<file path="config.mk">
export PLATFORM = sky130hd
export DESIGN_NAME = mcs_sequencer
export DESIGN_NICKNAME = d
export VERILOG_FILES = /design/src/mcs_pkg.sv /design/src/mcs_sequencer.sv
export SDC_FILE = /design/constraint.sdc
export NUM_CORES = 2
export LEC_CHECK = 0
export ABC_CLOCK_PERIOD_IN_PS = 5250
export BUFFER_PORTS_ARGS = -buffer_cell sky130_fd_sc_hd__buf_4
export CORE_ASPECT_RATIO = 0.9
export CORE_MARGIN = 2
export CORE_UTILIZATION = 63
export CTS_BUF_LIST = sky130_fd_sc_hd__clkbuf_16
export DETAILED_ROUTE_END_ITERATION = 10
export GPL_TIMING_DRIVEN = 0
export MAX_ROUTING_LAYER = met4
export PLACE_DENSITY = 0.8
export RECOVER_POWER = 100
export SYNTH_ARGS = -nofsm -noshare
export SYNTH_HDL_FRONTEND = slang
export SYNTH_SLANG_ARGS = --single-unit
</file>
<file path="constraint.sdc">
create_clock -name pclk -period 5.25 [get_ports pclk]
set_input_delay 0.7875 -clock pclk [delete_from_list [all_inputs] [get_ports pclk]]
set_output_delay 0.7875 -clock pclk [all_outputs]
set_load 0.01 [all_outputs]
</file>
<file path="src/mcs_pkg.sv">
// constants, register table and types of the machine cycle sequencer
// assumes a single clock domain in which one clock period is one oscillator period
package mcs_pkg;

	// six states of a machine cycle
	typedef enum logic [2:0] {ST_S1, ST_S2, ST_S3, ST_S4, ST_S5, ST_S6} mcs_state_t;

	// special function register table, one entry per implemented byte address
	localparam int SFR_COUNT = 24;
	localparam logic [7:0] SFR_ADDR [SFR_COUNT] = '{
		8'h80, 8'h81, 8'h82, 8'h83, 8'h87, 8'h88, 8'h89, 8'h8a, 8'h8b, 8'h8c, 8'h8d, 8'h90,
		8'h91, 8'h93, 8'h94, 8'h95, 8'h96, 8'h97, 8'h98, 8'h99, 8'h9a, 8'h9b, 8'ha0, 8'ha1};
	// port0_latch stack_pointer data_pointer_low data_pointer_high power_control timer_control
	// timer_mode timer0_low timer1_low timer0_high timer1_high port1_latch port1_function_select
	// port3_function_select port4_function_select adc_clock_prescaler adc_result adc_control
	// serial0_control serial0_buffer serial1_control serial1_buffer port2_latch pwm_control
	localparam logic [7:0] SFR_RESET [SFR_COUNT] = '{
		8'hff, 8'h07, 8'h00, 8'h00, 8'h00, 8'h00, 8'h00, 8'h00, 8'h00, 8'h00, 8'h00, 8'hff,
		8'h00, 8'h00, 8'h00, 8'h00, 8'h00, 8'h00, 8'h00, 8'h00, 8'h00, 8'h00, 8'hff, 8'h00};
	// adc_result is read only
	localparam logic [SFR_COUNT-1:0] SFR_READ_ONLY = 24'h01_0000;
	localparam int IDX_DATA_POINTER_LOW  = 2;
	localparam int IDX_DATA_POINTER_HIGH = 3;
	localparam int IDX_PORT2_LATCH       = 22;

	// apb word indexes, byte address is four times the index
	localparam logic [9:0] REG_CONTROL    = 10'h000;
	localparam logic [9:0] REG_STATUS     = 10'h001;
	localparam logic [9:0] REG_ACCUM      = 10'h002;
	localparam logic [9:0] REG_BIT_ACCESS = 10'h004;
	localparam logic [6:0] REG_WORK_BASE  = 7'h01;
	localparam logic [2:0] REG_SFR_BASE   = 3'h1;

	// control fields and reset values
	localparam int CTRL_RUN_BIT     = 0;
	localparam int CTRL_MEM_RST_BIT = 1;
	localparam int BIT_VALUE_BIT    = 8;
	localparam logic [1:0]  CONTROL_RESET = 2'h1;
	localparam logic [7:0]  ACCUM_RESET   = 8'h00;
	localparam logic [7:0]  WORK_RESET    = 8'h00;
	localparam logic [15:0] PC_RESET      = 16'h0000;
	localparam logic [7:0]  IR_RESET      = 8'h00;
	localparam logic [7:0]  BIT_ADDR_RESET = 8'h80;

	// opcodes the sequencer understands
	localparam logic [7:0] OP_DECREMENT_BRANCH_NONZERO_DIRECT   = 8'hd5;
	localparam logic [4:0] OP_DECREMENT_BRANCH_NONZERO_REG_TOP  = 5'h1b;
	localparam logic [7:0] OP_MOV_A_IMM     = 8'h74;
	localparam logic [2:0] OP_EXTERNAL_DATA_MOVE_TOP      = 3'h7;

endpackage

</file>
<file path="src/mcs_sequencer.sv">
// machine cycle sequencer: state timing, program fetch, external data moves and the register space
// assumes an apb master on pclk and a memory module on the same clock answering within a state
//
// The APB register port was decided locally.
`timescale 1ns/1ps

module mcs_sequencer (
	// clock and reset
	input  wire logic        pclk,
	input  wire logic        presetn,
	// apb slave
	input  wire logic [11:0] paddr,
	input  wire logic        psel,
	input  wire logic        penable,
	input  wire logic        pwrite,
	input  wire logic [31:0] pwdata,
	output logic      [31:0] prdata,
	output logic             pready,
	output logic             pslverr,
	// memory module bus
	output logic      [15:0] mem_addr,
	input  wire logic [7:0]  mem_rdata,
	output logic      [7:0]  mem_wdata,
	output logic             mem_data_oe,
	output logic             mem_rd_n,
	output logic             mem_wr_n,
	output logic             program_fetch_strobe_n,
	output logic             mem_ale,
	output logic             mem_reset_n
);

	////////////////////////////////////////////////////////////////////////////////
	// decode helpers

	function automatic logic [5:0] sfr_lookup(input logic [7:0] a);
		logic [5:0] r;
		r = 6'h00;
		for (int i = 0; i < mcs_pkg::SFR_COUNT; i++) begin
			if (mcs_pkg::SFR_ADDR[i] == a) begin
				r = {1'b1, 5'(i)};
			end
		end
		return r;
	endfunction

	function automatic logic is_external_data_move(input logic [7:0] op);
		return op[7:5] == mcs_pkg::OP_EXTERNAL_DATA_MOVE_TOP && (op[3:0] == 4'h0 || op[3:1] == 3'h1);
	endfunction

	function automatic logic is_decrement_branch_nonzero(input logic [7:0] op);
		return op == mcs_pkg::OP_DECREMENT_BRANCH_NONZERO_DIRECT || op[7:3] == mcs_pkg::OP_DECREMENT_BRANCH_NONZERO_REG_TOP;
	endfunction

	function automatic logic [1:0] op_length(input logic [7:0] op);
		return op == mcs_pkg::OP_DECREMENT_BRANCH_NONZERO_DIRECT ? 2'h3
		     : (op[7:3] == mcs_pkg::OP_DECREMENT_BRANCH_NONZERO_REG_TOP || op == mcs_pkg::OP_MOV_A_IMM) ? 2'h2 : 2'h1;
	endfunction

	function automatic mcs_pkg::mcs_state_t state_after(input mcs_pkg::mcs_state_t s);
		mcs_pkg::mcs_state_t n;
		case (s)
			mcs_pkg::ST_S1: n = mcs_pkg::ST_S2;
			mcs_pkg::ST_S2: n = mcs_pkg::ST_S3;
			mcs_pkg::ST_S3: n = mcs_pkg::ST_S4;
			mcs_pkg::ST_S4: n = mcs_pkg::ST_S5;
			mcs_pkg::ST_S5: n = mcs_pkg::ST_S6;
			default:        n = mcs_pkg::ST_S1;
		endcase
		return n;
	endfunction

	////////////////////////////////////////////////////////////////////////////////
	// state

	mcs_pkg::mcs_state_t state;
	mcs_pkg::mcs_state_t next_state;
	logic                phase;
	logic                next_phase;
	logic                second_cycle;
	logic                next_second;
	logic [1:0]          ctrl;
	logic [15:0]         pc;
	logic [15:0]         next_pc;
	logic [7:0]          ir;
	logic [7:0]          op_b2;
	logic [7:0]          op_b3;
	logic [1:0]          got;
	logic [7:0]          acc;
	logic [7:0]          work [8];
	logic [7:0]          special_function_register [mcs_pkg::SFR_COUNT];
	logic [7:0]          bit_addr;

	logic                run;
	logic                fetch_now;
	logic                first_fetch;
	logic                need_byte;
	logic                exec_now;
	logic                external_data_move_data;
	logic                external_data_move_capture;
	logic                exec_decrement_branch_nonzero;
	logic [5:0]          decrement_branch_nonzero_lk;
	logic [7:0]          decrement_branch_nonzero_val;
	logic [7:0]          decrement_branch_nonzero_dec;
	logic [7:0]          decrement_branch_nonzero_rel;
	logic [15:0]         decrement_branch_nonzero_target;
	logic [15:0]         external_data_move_addr;

	assign run          = ctrl[mcs_pkg::CTRL_RUN_BIT];
	assign first_fetch  = state == mcs_pkg::ST_S1 && !second_cycle;
	assign external_data_move_data    = second_cycle && is_external_data_move(ir);
	assign need_byte    = got < op_length(ir);
	assign external_data_move_capture = run && phase && state == mcs_pkg::ST_S5 && external_data_move_data && !ir[4];
	assign exec_now     = run && phase && state == mcs_pkg::ST_S6 && !((is_external_data_move(ir) || is_decrement_branch_nonzero(ir)) && !second_cycle);
	assign exec_decrement_branch_nonzero    = exec_now && is_decrement_branch_nonzero(ir);
	assign decrement_branch_nonzero_lk      = sfr_lookup(op_b2);
	assign decrement_branch_nonzero_rel     = ir == mcs_pkg::OP_DECREMENT_BRANCH_NONZERO_DIRECT ? op_b3 : op_b2;
	assign decrement_branch_nonzero_dec     = 8'(decrement_branch_nonzero_val - 8'h01);
	assign decrement_branch_nonzero_target  = 16'(pc + {{8{decrement_branch_nonzero_rel[7]}}, decrement_branch_nonzero_rel});
	assign external_data_move_addr    = ir[1] ? {special_function_register[mcs_pkg::IDX_PORT2_LATCH], work[{2'h0, ir[0]}]}
	                            : {special_function_register[mcs_pkg::IDX_DATA_POINTER_HIGH], special_function_register[mcs_pkg::IDX_DATA_POINTER_LOW]};

	// fetch in first and fourth state
	// no fetch in second cycle of a data move
	assign fetch_now = run && phase && (state == mcs_pkg::ST_S1 || state == mcs_pkg::ST_S4) && !external_data_move_data;

	always_comb begin
		decrement_branch_nonzero_val = work[ir[2:0]];
		if (ir == mcs_pkg::OP_DECREMENT_BRANCH_NONZERO_DIRECT) begin
			if (op_b2[7]) begin
				decrement_branch_nonzero_val = decrement_branch_nonzero_lk[5] ? special_function_register[decrement_branch_nonzero_lk[4:0]] : 8'h00;
			end else begin
				decrement_branch_nonzero_val = op_b2[7:3] == 5'h00 ? work[op_b2[2:0]] : 8'h00;
			end
		end
	end

	////////////////////////////////////////////////////////////////////////////////
	// sequencer

	always_comb begin
		next_phase  = run ? !phase : phase;
		next_state  = (run && phase) ? state_after(state) : state;
		next_second = second_cycle;
		if (run && phase && state == mcs_pkg::ST_S6) begin
			next_second = (is_external_data_move(ir) || is_decrement_branch_nonzero(ir)) && !second_cycle;
		end
	end

	// two periods per state, six states
	// start at state one, wrap after six
	always_ff @(posedge pclk or negedge presetn) begin
		if (!presetn) begin
			state        <= mcs_pkg::ST_S1;
			phase        <= 1'b0;
			second_cycle <= 1'b0;
		end else begin
			state        <= next_state;
			phase        <= next_phase;
			second_cycle <= next_second;
		end
	end

	////////////////////////////////////////////////////////////////////////////////
	// fetch and program counter

	always_comb begin
		next_pc = pc;
		if (fetch_now && (first_fetch || need_byte)) begin
			next_pc = 16'(pc + 16'h0001);
		end
		if (exec_decrement_branch_nonzero && decrement_branch_nonzero_dec != 8'h00) begin
			next_pc = decrement_branch_nonzero_target;
		end
	end

	always_ff @(posedge pclk or negedge presetn) begin
		if (!presetn) begin
			pc    <= mcs_pkg::PC_RESET;
			ir    <= mcs_pkg::IR_RESET;
			op_b2 <= 8'h00;
			op_b3 <= 8'h00;
			got   <= 2'h1;
		end else begin
			pc <= next_pc;
			if (fetch_now && first_fetch) begin
				ir  <= mem_rdata;
				got <= 2'h1;
			end else if (fetch_now && need_byte) begin
				if (got == 2'h1) begin
					op_b2 <= mem_rdata;
				end else begin
					op_b3 <= mem_rdata;
				end
				got <= 2'(got + 2'h1);
			end
		end
	end

	////////////////////////////////////////////////////////////////////////////////
	// apb slave

	logic [9:0]  widx;
	logic        apb_wr;
	logic [5:0]  apb_lk;
	logic [5:0]  bit_lk;
	logic [31:0] read_value;
	logic        mapped;

	assign widx   = paddr[11:2];
	assign apb_wr = psel && penable && pready && pwrite;
	assign apb_lk = sfr_lookup(widx[7:0]);
	assign bit_lk = sfr_lookup({bit_addr[7:3], 3'h0});

	always_comb begin
		read_value = 32'h0000_0000;
		mapped     = 1'b1;
		if (widx[9:7] == mcs_pkg::REG_SFR_BASE) begin
			read_value = apb_lk[5] ? {24'h00_0000, special_function_register[apb_lk[4:0]]} : 32'h0000_0000;
		end else if (widx[9:3] == mcs_pkg::REG_WORK_BASE) begin
			read_value = {24'h00_0000, work[widx[2:0]]};
		end else begin
			case (widx)
				mcs_pkg::REG_CONTROL:    read_value = {30'h0000_0000, ctrl};
				mcs_pkg::REG_STATUS:     read_value = {pc, ir, 3'h0, second_cycle, phase, 3'(state)};
				mcs_pkg::REG_ACCUM:      read_value = {24'h00_0000, acc};
				mcs_pkg::REG_BIT_ACCESS: read_value = {23'h00_0000, bit_lk[5] && special_function_register[bit_lk[4:0]][bit_addr[2:0]],
				                                       bit_addr};
				default:                 mapped = 1'b0;
			endcase
		end
	end

	always_ff @(posedge pclk or negedge presetn) begin
		if (!presetn) begin
			pready  <= 1'b0;
			pslverr <= 1'b0;
			prdata  <= 32'h0000_0000;
		end else if (psel && penable && !pready) begin
			pready  <= 1'b1;
			pslverr <= !mapped;
			prdata  <= read_value;
		end else begin
			pready  <= 1'b0;
			pslverr <= 1'b0;
		end
	end

	always_ff @(posedge pclk or negedge presetn) begin
		if (!presetn) begin
			ctrl     <= mcs_pkg::CONTROL_RESET;
			bit_addr <= mcs_pkg::BIT_ADDR_RESET;
		end else if (apb_wr && widx == mcs_pkg::REG_CONTROL) begin
			ctrl <= pwdata[1:0];
		end else if (apb_wr && widx == mcs_pkg::REG_BIT_ACCESS) begin
			bit_addr <= pwdata[7:0];
		end
	end

	////////////////////////////////////////////////////////////////////////////////
	// accumulator, working registers, special function registers

	always_ff @(posedge pclk or negedge presetn) begin
		if (!presetn) begin
			acc <= mcs_pkg::ACCUM_RESET;
		end else if (external_data_move_capture) begin
			acc <= mem_rdata;
		end else if (exec_now && ir == mcs_pkg::OP_MOV_A_IMM) begin
			acc <= op_b2;
		end else if (apb_wr && widx == mcs_pkg::REG_ACCUM) begin
			acc <= pwdata[7:0];
		end
	end

	// the core's own write wins over a software write in the same cycle
	always_ff @(posedge pclk or negedge presetn) begin
		if (!presetn) begin
			for (int i = 0; i < 8; i++) begin
				work[i] <= mcs_pkg::WORK_RESET;
			end
		end else begin
			if (apb_wr && widx[9:3] == mcs_pkg::REG_WORK_BASE) begin
				work[widx[2:0]] <= pwdata[7:0];
			end
			if (exec_decrement_branch_nonzero && ir != mcs_pkg::OP_DECREMENT_BRANCH_NONZERO_DIRECT) begin
				work[ir[2:0]] <= decrement_branch_nonzero_dec;
			end else if (exec_decrement_branch_nonzero && op_b2[7:3] == 5'h00) begin
				work[op_b2[2:0]] <= decrement_branch_nonzero_dec;
			end
		end
	end

	logic [5:0] bit_wr_lk;
	assign bit_wr_lk = sfr_lookup({pwdata[7:3], 3'h0});

	always_ff @(posedge pclk or negedge presetn) begin
		if (!presetn) begin
			for (int i = 0; i < mcs_pkg::SFR_COUNT; i++) begin
				special_function_register[i] <= mcs_pkg::SFR_RESET[i];
			end
		end else begin
			if (apb_wr && widx[9:7] == mcs_pkg::REG_SFR_BASE && apb_lk[5] && !mcs_pkg::SFR_READ_ONLY[apb_lk[4:0]]) begin
				special_function_register[apb_lk[4:0]] <= pwdata[7:0];
			end
			// single bit write on aligned rows
			if (apb_wr && widx == mcs_pkg::REG_BIT_ACCESS && pwdata[7] && bit_wr_lk[5] &&
			    !mcs_pkg::SFR_READ_ONLY[bit_wr_lk[4:0]]) begin
				special_function_register[bit_wr_lk[4:0]][pwdata[2:0]] <= pwdata[mcs_pkg::BIT_VALUE_BIT];
			end
			if (exec_decrement_branch_nonzero && ir == mcs_pkg::OP_DECREMENT_BRANCH_NONZERO_DIRECT && op_b2[7] && decrement_branch_nonzero_lk[5] &&
			    !mcs_pkg::SFR_READ_ONLY[decrement_branch_nonzero_lk[4:0]]) begin
				special_function_register[decrement_branch_nonzero_lk[4:0]] <= decrement_branch_nonzero_dec;
			end
		end
	end

	////////////////////////////////////////////////////////////////////////////////
	// memory bus outputs

	logic nf;
	logic nd;
	assign nf = run && (next_state == mcs_pkg::ST_S1 || next_state == mcs_pkg::ST_S4) &&
	            !(next_second && is_external_data_move(ir));
	assign nd = run && next_second && is_external_data_move(ir);

	// address, data and strobes to memory
	always_ff @(posedge pclk or negedge presetn) begin
		if (!presetn) begin
			mem_addr               <= 16'h0000;
			mem_wdata              <= 8'h00;
			mem_data_oe            <= 1'b0;
			mem_rd_n               <= 1'b1;
			mem_wr_n               <= 1'b1;
			program_fetch_strobe_n <= 1'b1;
			mem_ale                <= 1'b0;
			mem_reset_n            <= 1'b0;
		end else begin
			mem_addr               <= nd ? external_data_move_addr : next_pc;
			mem_wdata              <= acc;
			mem_data_oe            <= nd && ir[4] && next_state inside {mcs_pkg::ST_S2, mcs_pkg::ST_S3,
			                                                           mcs_pkg::ST_S4, mcs_pkg::ST_S5};
			mem_rd_n               <= !(nd && !ir[4] && next_state inside {mcs_pkg::ST_S2, mcs_pkg::ST_S3,
			                                                              mcs_pkg::ST_S4, mcs_pkg::ST_S5});
			mem_wr_n               <= !(nd && ir[4] && next_state inside {mcs_pkg::ST_S3, mcs_pkg::ST_S4,
			                                                             mcs_pkg::ST_S5});
			program_fetch_strobe_n <= !(nf && next_phase);
			mem_ale                <= (nf || (nd && next_state == mcs_pkg::ST_S1)) && !next_phase;
			mem_reset_n            <= !ctrl[mcs_pkg::CTRL_MEM_RST_BIT];
		end
	end
endmodule

</file>
==> out/metrics.cfg <==
[cells_and_area]
final_cell_mix = 352 x dfrtp_1, 328 x nand2_1, 299 x a21oi_1
fin_nets = 3175
layout_commonest_cell = dfrtp_1
utilization_pct = 70.8
area.growth.synth_to_final_pct = 11.1
drive_above_1_share_pct = 14.4

[setup_path]
rrSetupSlack_ps = -140
critical_path.cell_chain = buf_2 -> buf_2 -> and2_0 -> a32oi_2 -> and3_1 -> buf_2 -> buf_2 -> clkbuf_1 -> a211o_1 -> o211ai_1 -> a21oi_2 -> nand3_1 -> xnor2_2 -> clkbuf_4 -> a21oi_1
arrival_ps = 5830
reg2reg_depth = 15
critPathKind = reg -> reg
crit_path_frequent_cell = buf_2
required_ps = 5690
rr_startpoint = op_b2[3]$_DFFE_PN0P_
worst-path-buf-inv = 6
end_kind = flop
crit_path_max_fanout = 10
crit_path_max_incr_delay_ps = 580
reg2reg_to = work[38]$_DFF_PN0_
critPathSlowestCell = xnor2_2
path_delay_family = buffers and inverters
start_kind = flop

[timing]
finalWorstSetupSlack_ps = -137
finalHoldViolations = 0
finalMaxSlewViolations = 119
max_freq_ghz = 0.186
worst_pin_slew_ps = 4360
period_needed_ps = 5390
finalSetupViolations = 88
clock_skew_ps = 33.1
slew_headroom_pct = -190
post-route-period-util_pct = 103

[cts]
cts_tree = built
cts-root-buf = clkbuf_16
path_clk_slew_ps = 60
postCtsHoldBufs = 0
cts_buffers = 41
clk_path_buf_depth = 3
insertion_delay_ps = 610
cts.sinks = 385
h-tree-depth = 2

[yosys]
syn-cell-area_mm2 = 0.0266
ys_seq_area_share_pct = 36.4
yosysUniqueCellTypes = 102
synth_ff_type = dfrtp_1
synth_cells = 2944
synth_area_per_cell_um2 = 9.03
synth_edf_count = 0
yosys_warnings = 0
syn_nets = 3023
ys_async_sr_fraction_pct = 100
ys_ff_latch = 385

[route]
drt_iter0_drc = 6239
wire_per_inst_um = 35.4
drt_first_pass_iters = 11
detail-route-antenna-nets = 0
drc = 2
dr_total_vias = 28819
wl_um = 131000
via_per_inst = 7.79

[global_routing]
met1_usage_pct = 72.2
grt_usage_pct = 60.9
grt_pass1_vias = 26426
grt_pass1_wl_um = 183000
grt_use_met2_pct = 76.8
use_met3_pct = 33.5
grt_max_degree = 114
grt_overflow_total = 0
grt.busiest_layer = met2
antenna_found_initial = 17

[min_path]
min_from = paddr[9]
hold_path_class = in -> reg
min_to = pslverr$_DFF_PN0_
min_path_cells = 2

[floorplanning]
core_mm2 = 0.0418
rows = 71
io_pins = 121
die_height_um = 199
die_area_mm2 = 0.0439
start_util_pct = 63.7
die_x_um = 221

[run]
drv_cap = 5

[place]
globalplace.congestion = 1.23
io_buffers = 89
dp_hpwl_um = 94600

[run_status]
status = complete, but fails checks
violations = DRC, capacitance limit, slew limit, setup timing

[pwr]
p_leak_nw = 12.8
power_density_mw_per_mm2 = 391
peakVddDrop_mv = 0.424
p_total_w = 0.0116

logic make-up (layout without fill, tap and decap cells):
kind of cell / Yosys count / count (layout) / synth area share (%)
and+or+nand+nor: 964 / 964 / 17.6
AOI/OAI and AO/OA: 812 / 812 / 19.7
muxes: 417 / 417 / 19.3
DFF: 385 / 385 / 36.4
buffers and inverters: 302 / 485 / 4.49
xor gates and xnor gates: 42 / 42 / 1.47
adders and majority gates: 22 / 22 / 1.06
other: 0 / 24 / 0
final cells by class:
cell class	instances	area, um^2
Multi-Input combinational cell	2257	15900
Clock buffer	41	1030
Buffer	257	1110
Timing Repair Buffer	111	639
Clock inverter	33	265
Antenna cell	24	60.1
Sequential cell	385	9680
Fill cell	3119	12200
Inverter	43	164
Tap cell	547	684
metal layers:
metal	routed length, um	up-vias
met5	0	-
met2	49400	3061
li1	-	11165
met3	25100	947
met4	12900	0
met1	43700	13646
worst max path at each step:
| stage | startpoint | endpoint | depth (start not counted) |
|---|---|---|---|
| final | op_b2[3]$_DFFE_PN0P_ | work[38]$_DFF_PN0_ | 15 |
| after global routing | presetn | special_function_register[94]$_DFF_PN0_ | 3 |
| after CTS | op_b2[6]$_DFFE_PN0P_ | mem_addr[15]$_DFF_PN0_ | 17 |
| after detailed placement | op_b2[6]$_DFFE_PN0P_ | special_function_register[180]$_DFF_PN0_ | 14 |
| after global placement | op_b2[6]$_DFFE_PN0P_ | mem_addr[1]$_DFF_PN0_ | 14 |
| after floorplan | op_b2[2]$_DFFE_PN0P_ | mem_addr[1]$_DFF_PN0_ | 17 |
flip-flops by register name (all words and copies together), names as in the netlist, 16 cells and up:
name	cells
mem_addr	16
special_function_register	192
work	64
prdata	32
pc	16
stage by stage:
step	cells	cell area, um^2	worst slack, ps	hold WS, ps	setup TNS [ps]
3_3_place_gp	3580	28000	-2070	397	-348300
2_1_floorplan	2944	26600	801	374	0
3_5_place_dp	3585	28100	-1820	408	-275460
6_report	3698	29600	-137	431	-4670
4_1_cts	3667	29600	29.9	185	0
5_1_grt	3696	29600	-9.22	430	-145
worst register-to-register path: stages, from the launching register on:
cell and delay (ps):
dfrtp_1 410, buf_2 220, buf_2 230, and2_0 210, a32oi_2 340, and3_1 270
buf_2 320, buf_2 420, clkbuf_1 480, a211o_1 160, o211ai_1 240, a21oi_2 470
nand3_1 200, xnor2_2 580, clkbuf_4 560, a21oi_1 140
report_power, final:
part,internal [W],total (W),switching (W)
clock network,0.00158,0.00295,0.00137
logic,0.00142,0.00514,0.00372
registers,0.00320,0.00347,0.000272
Yosys cell counts, drive strengths merged (10+ instances only):
cell type / number / area share (%)
o21ai: 115 / 2.2
xnor2: 24 / 0.85
xor2: 18 / 0.62
inv: 41 / 0.58
and3: 27 / 0.64
o31a: 10 / 0.36
a311oi: 18 / 0.59
a211oi: 155 / 4.4
nand2: 330 / 4.7
nor2b: 115 / 2.7
mux2: 134 / 5.7
o221ai: 13 / 0.43
o22a: 10 / 0.33
or2: 12 / 0.28
nor3: 20 / 0.40
mux2i: 222 / 8.4
dfrtp: 352 / 33
a31oi: 22 / 0.54
nor2: 239 / 3.5
and2: 10 / 0.24
buf: 45 / 0.86
nor4: 15 / 0.43
nand2b: 22 / 0.52
ha: 21 / 0.99
nand4: 14 / 0.41
nand3: 86 / 1.6
nor3b: 10 / 0.28
dfstp: 33 / 3.3
mux4: 61 / 5.2
o31ai: 17 / 0.52
o211ai: 17 / 0.48
a22oi: 11 / 0.31
clkbuf: 214 / 3.0
a21oi: 301 / 5.7
a22o: 24 / 0.79
o22ai: 22 / 0.54
or3: 30 / 0.71
what timing repair did:
action / CTS / global route
buffers inserted: 9 / 8
pin swaps: 4 / 6
gates resized for setup: 59 / 35
setup endpoints to repair: 252 / 168
(Power assumes the default switching activity.)
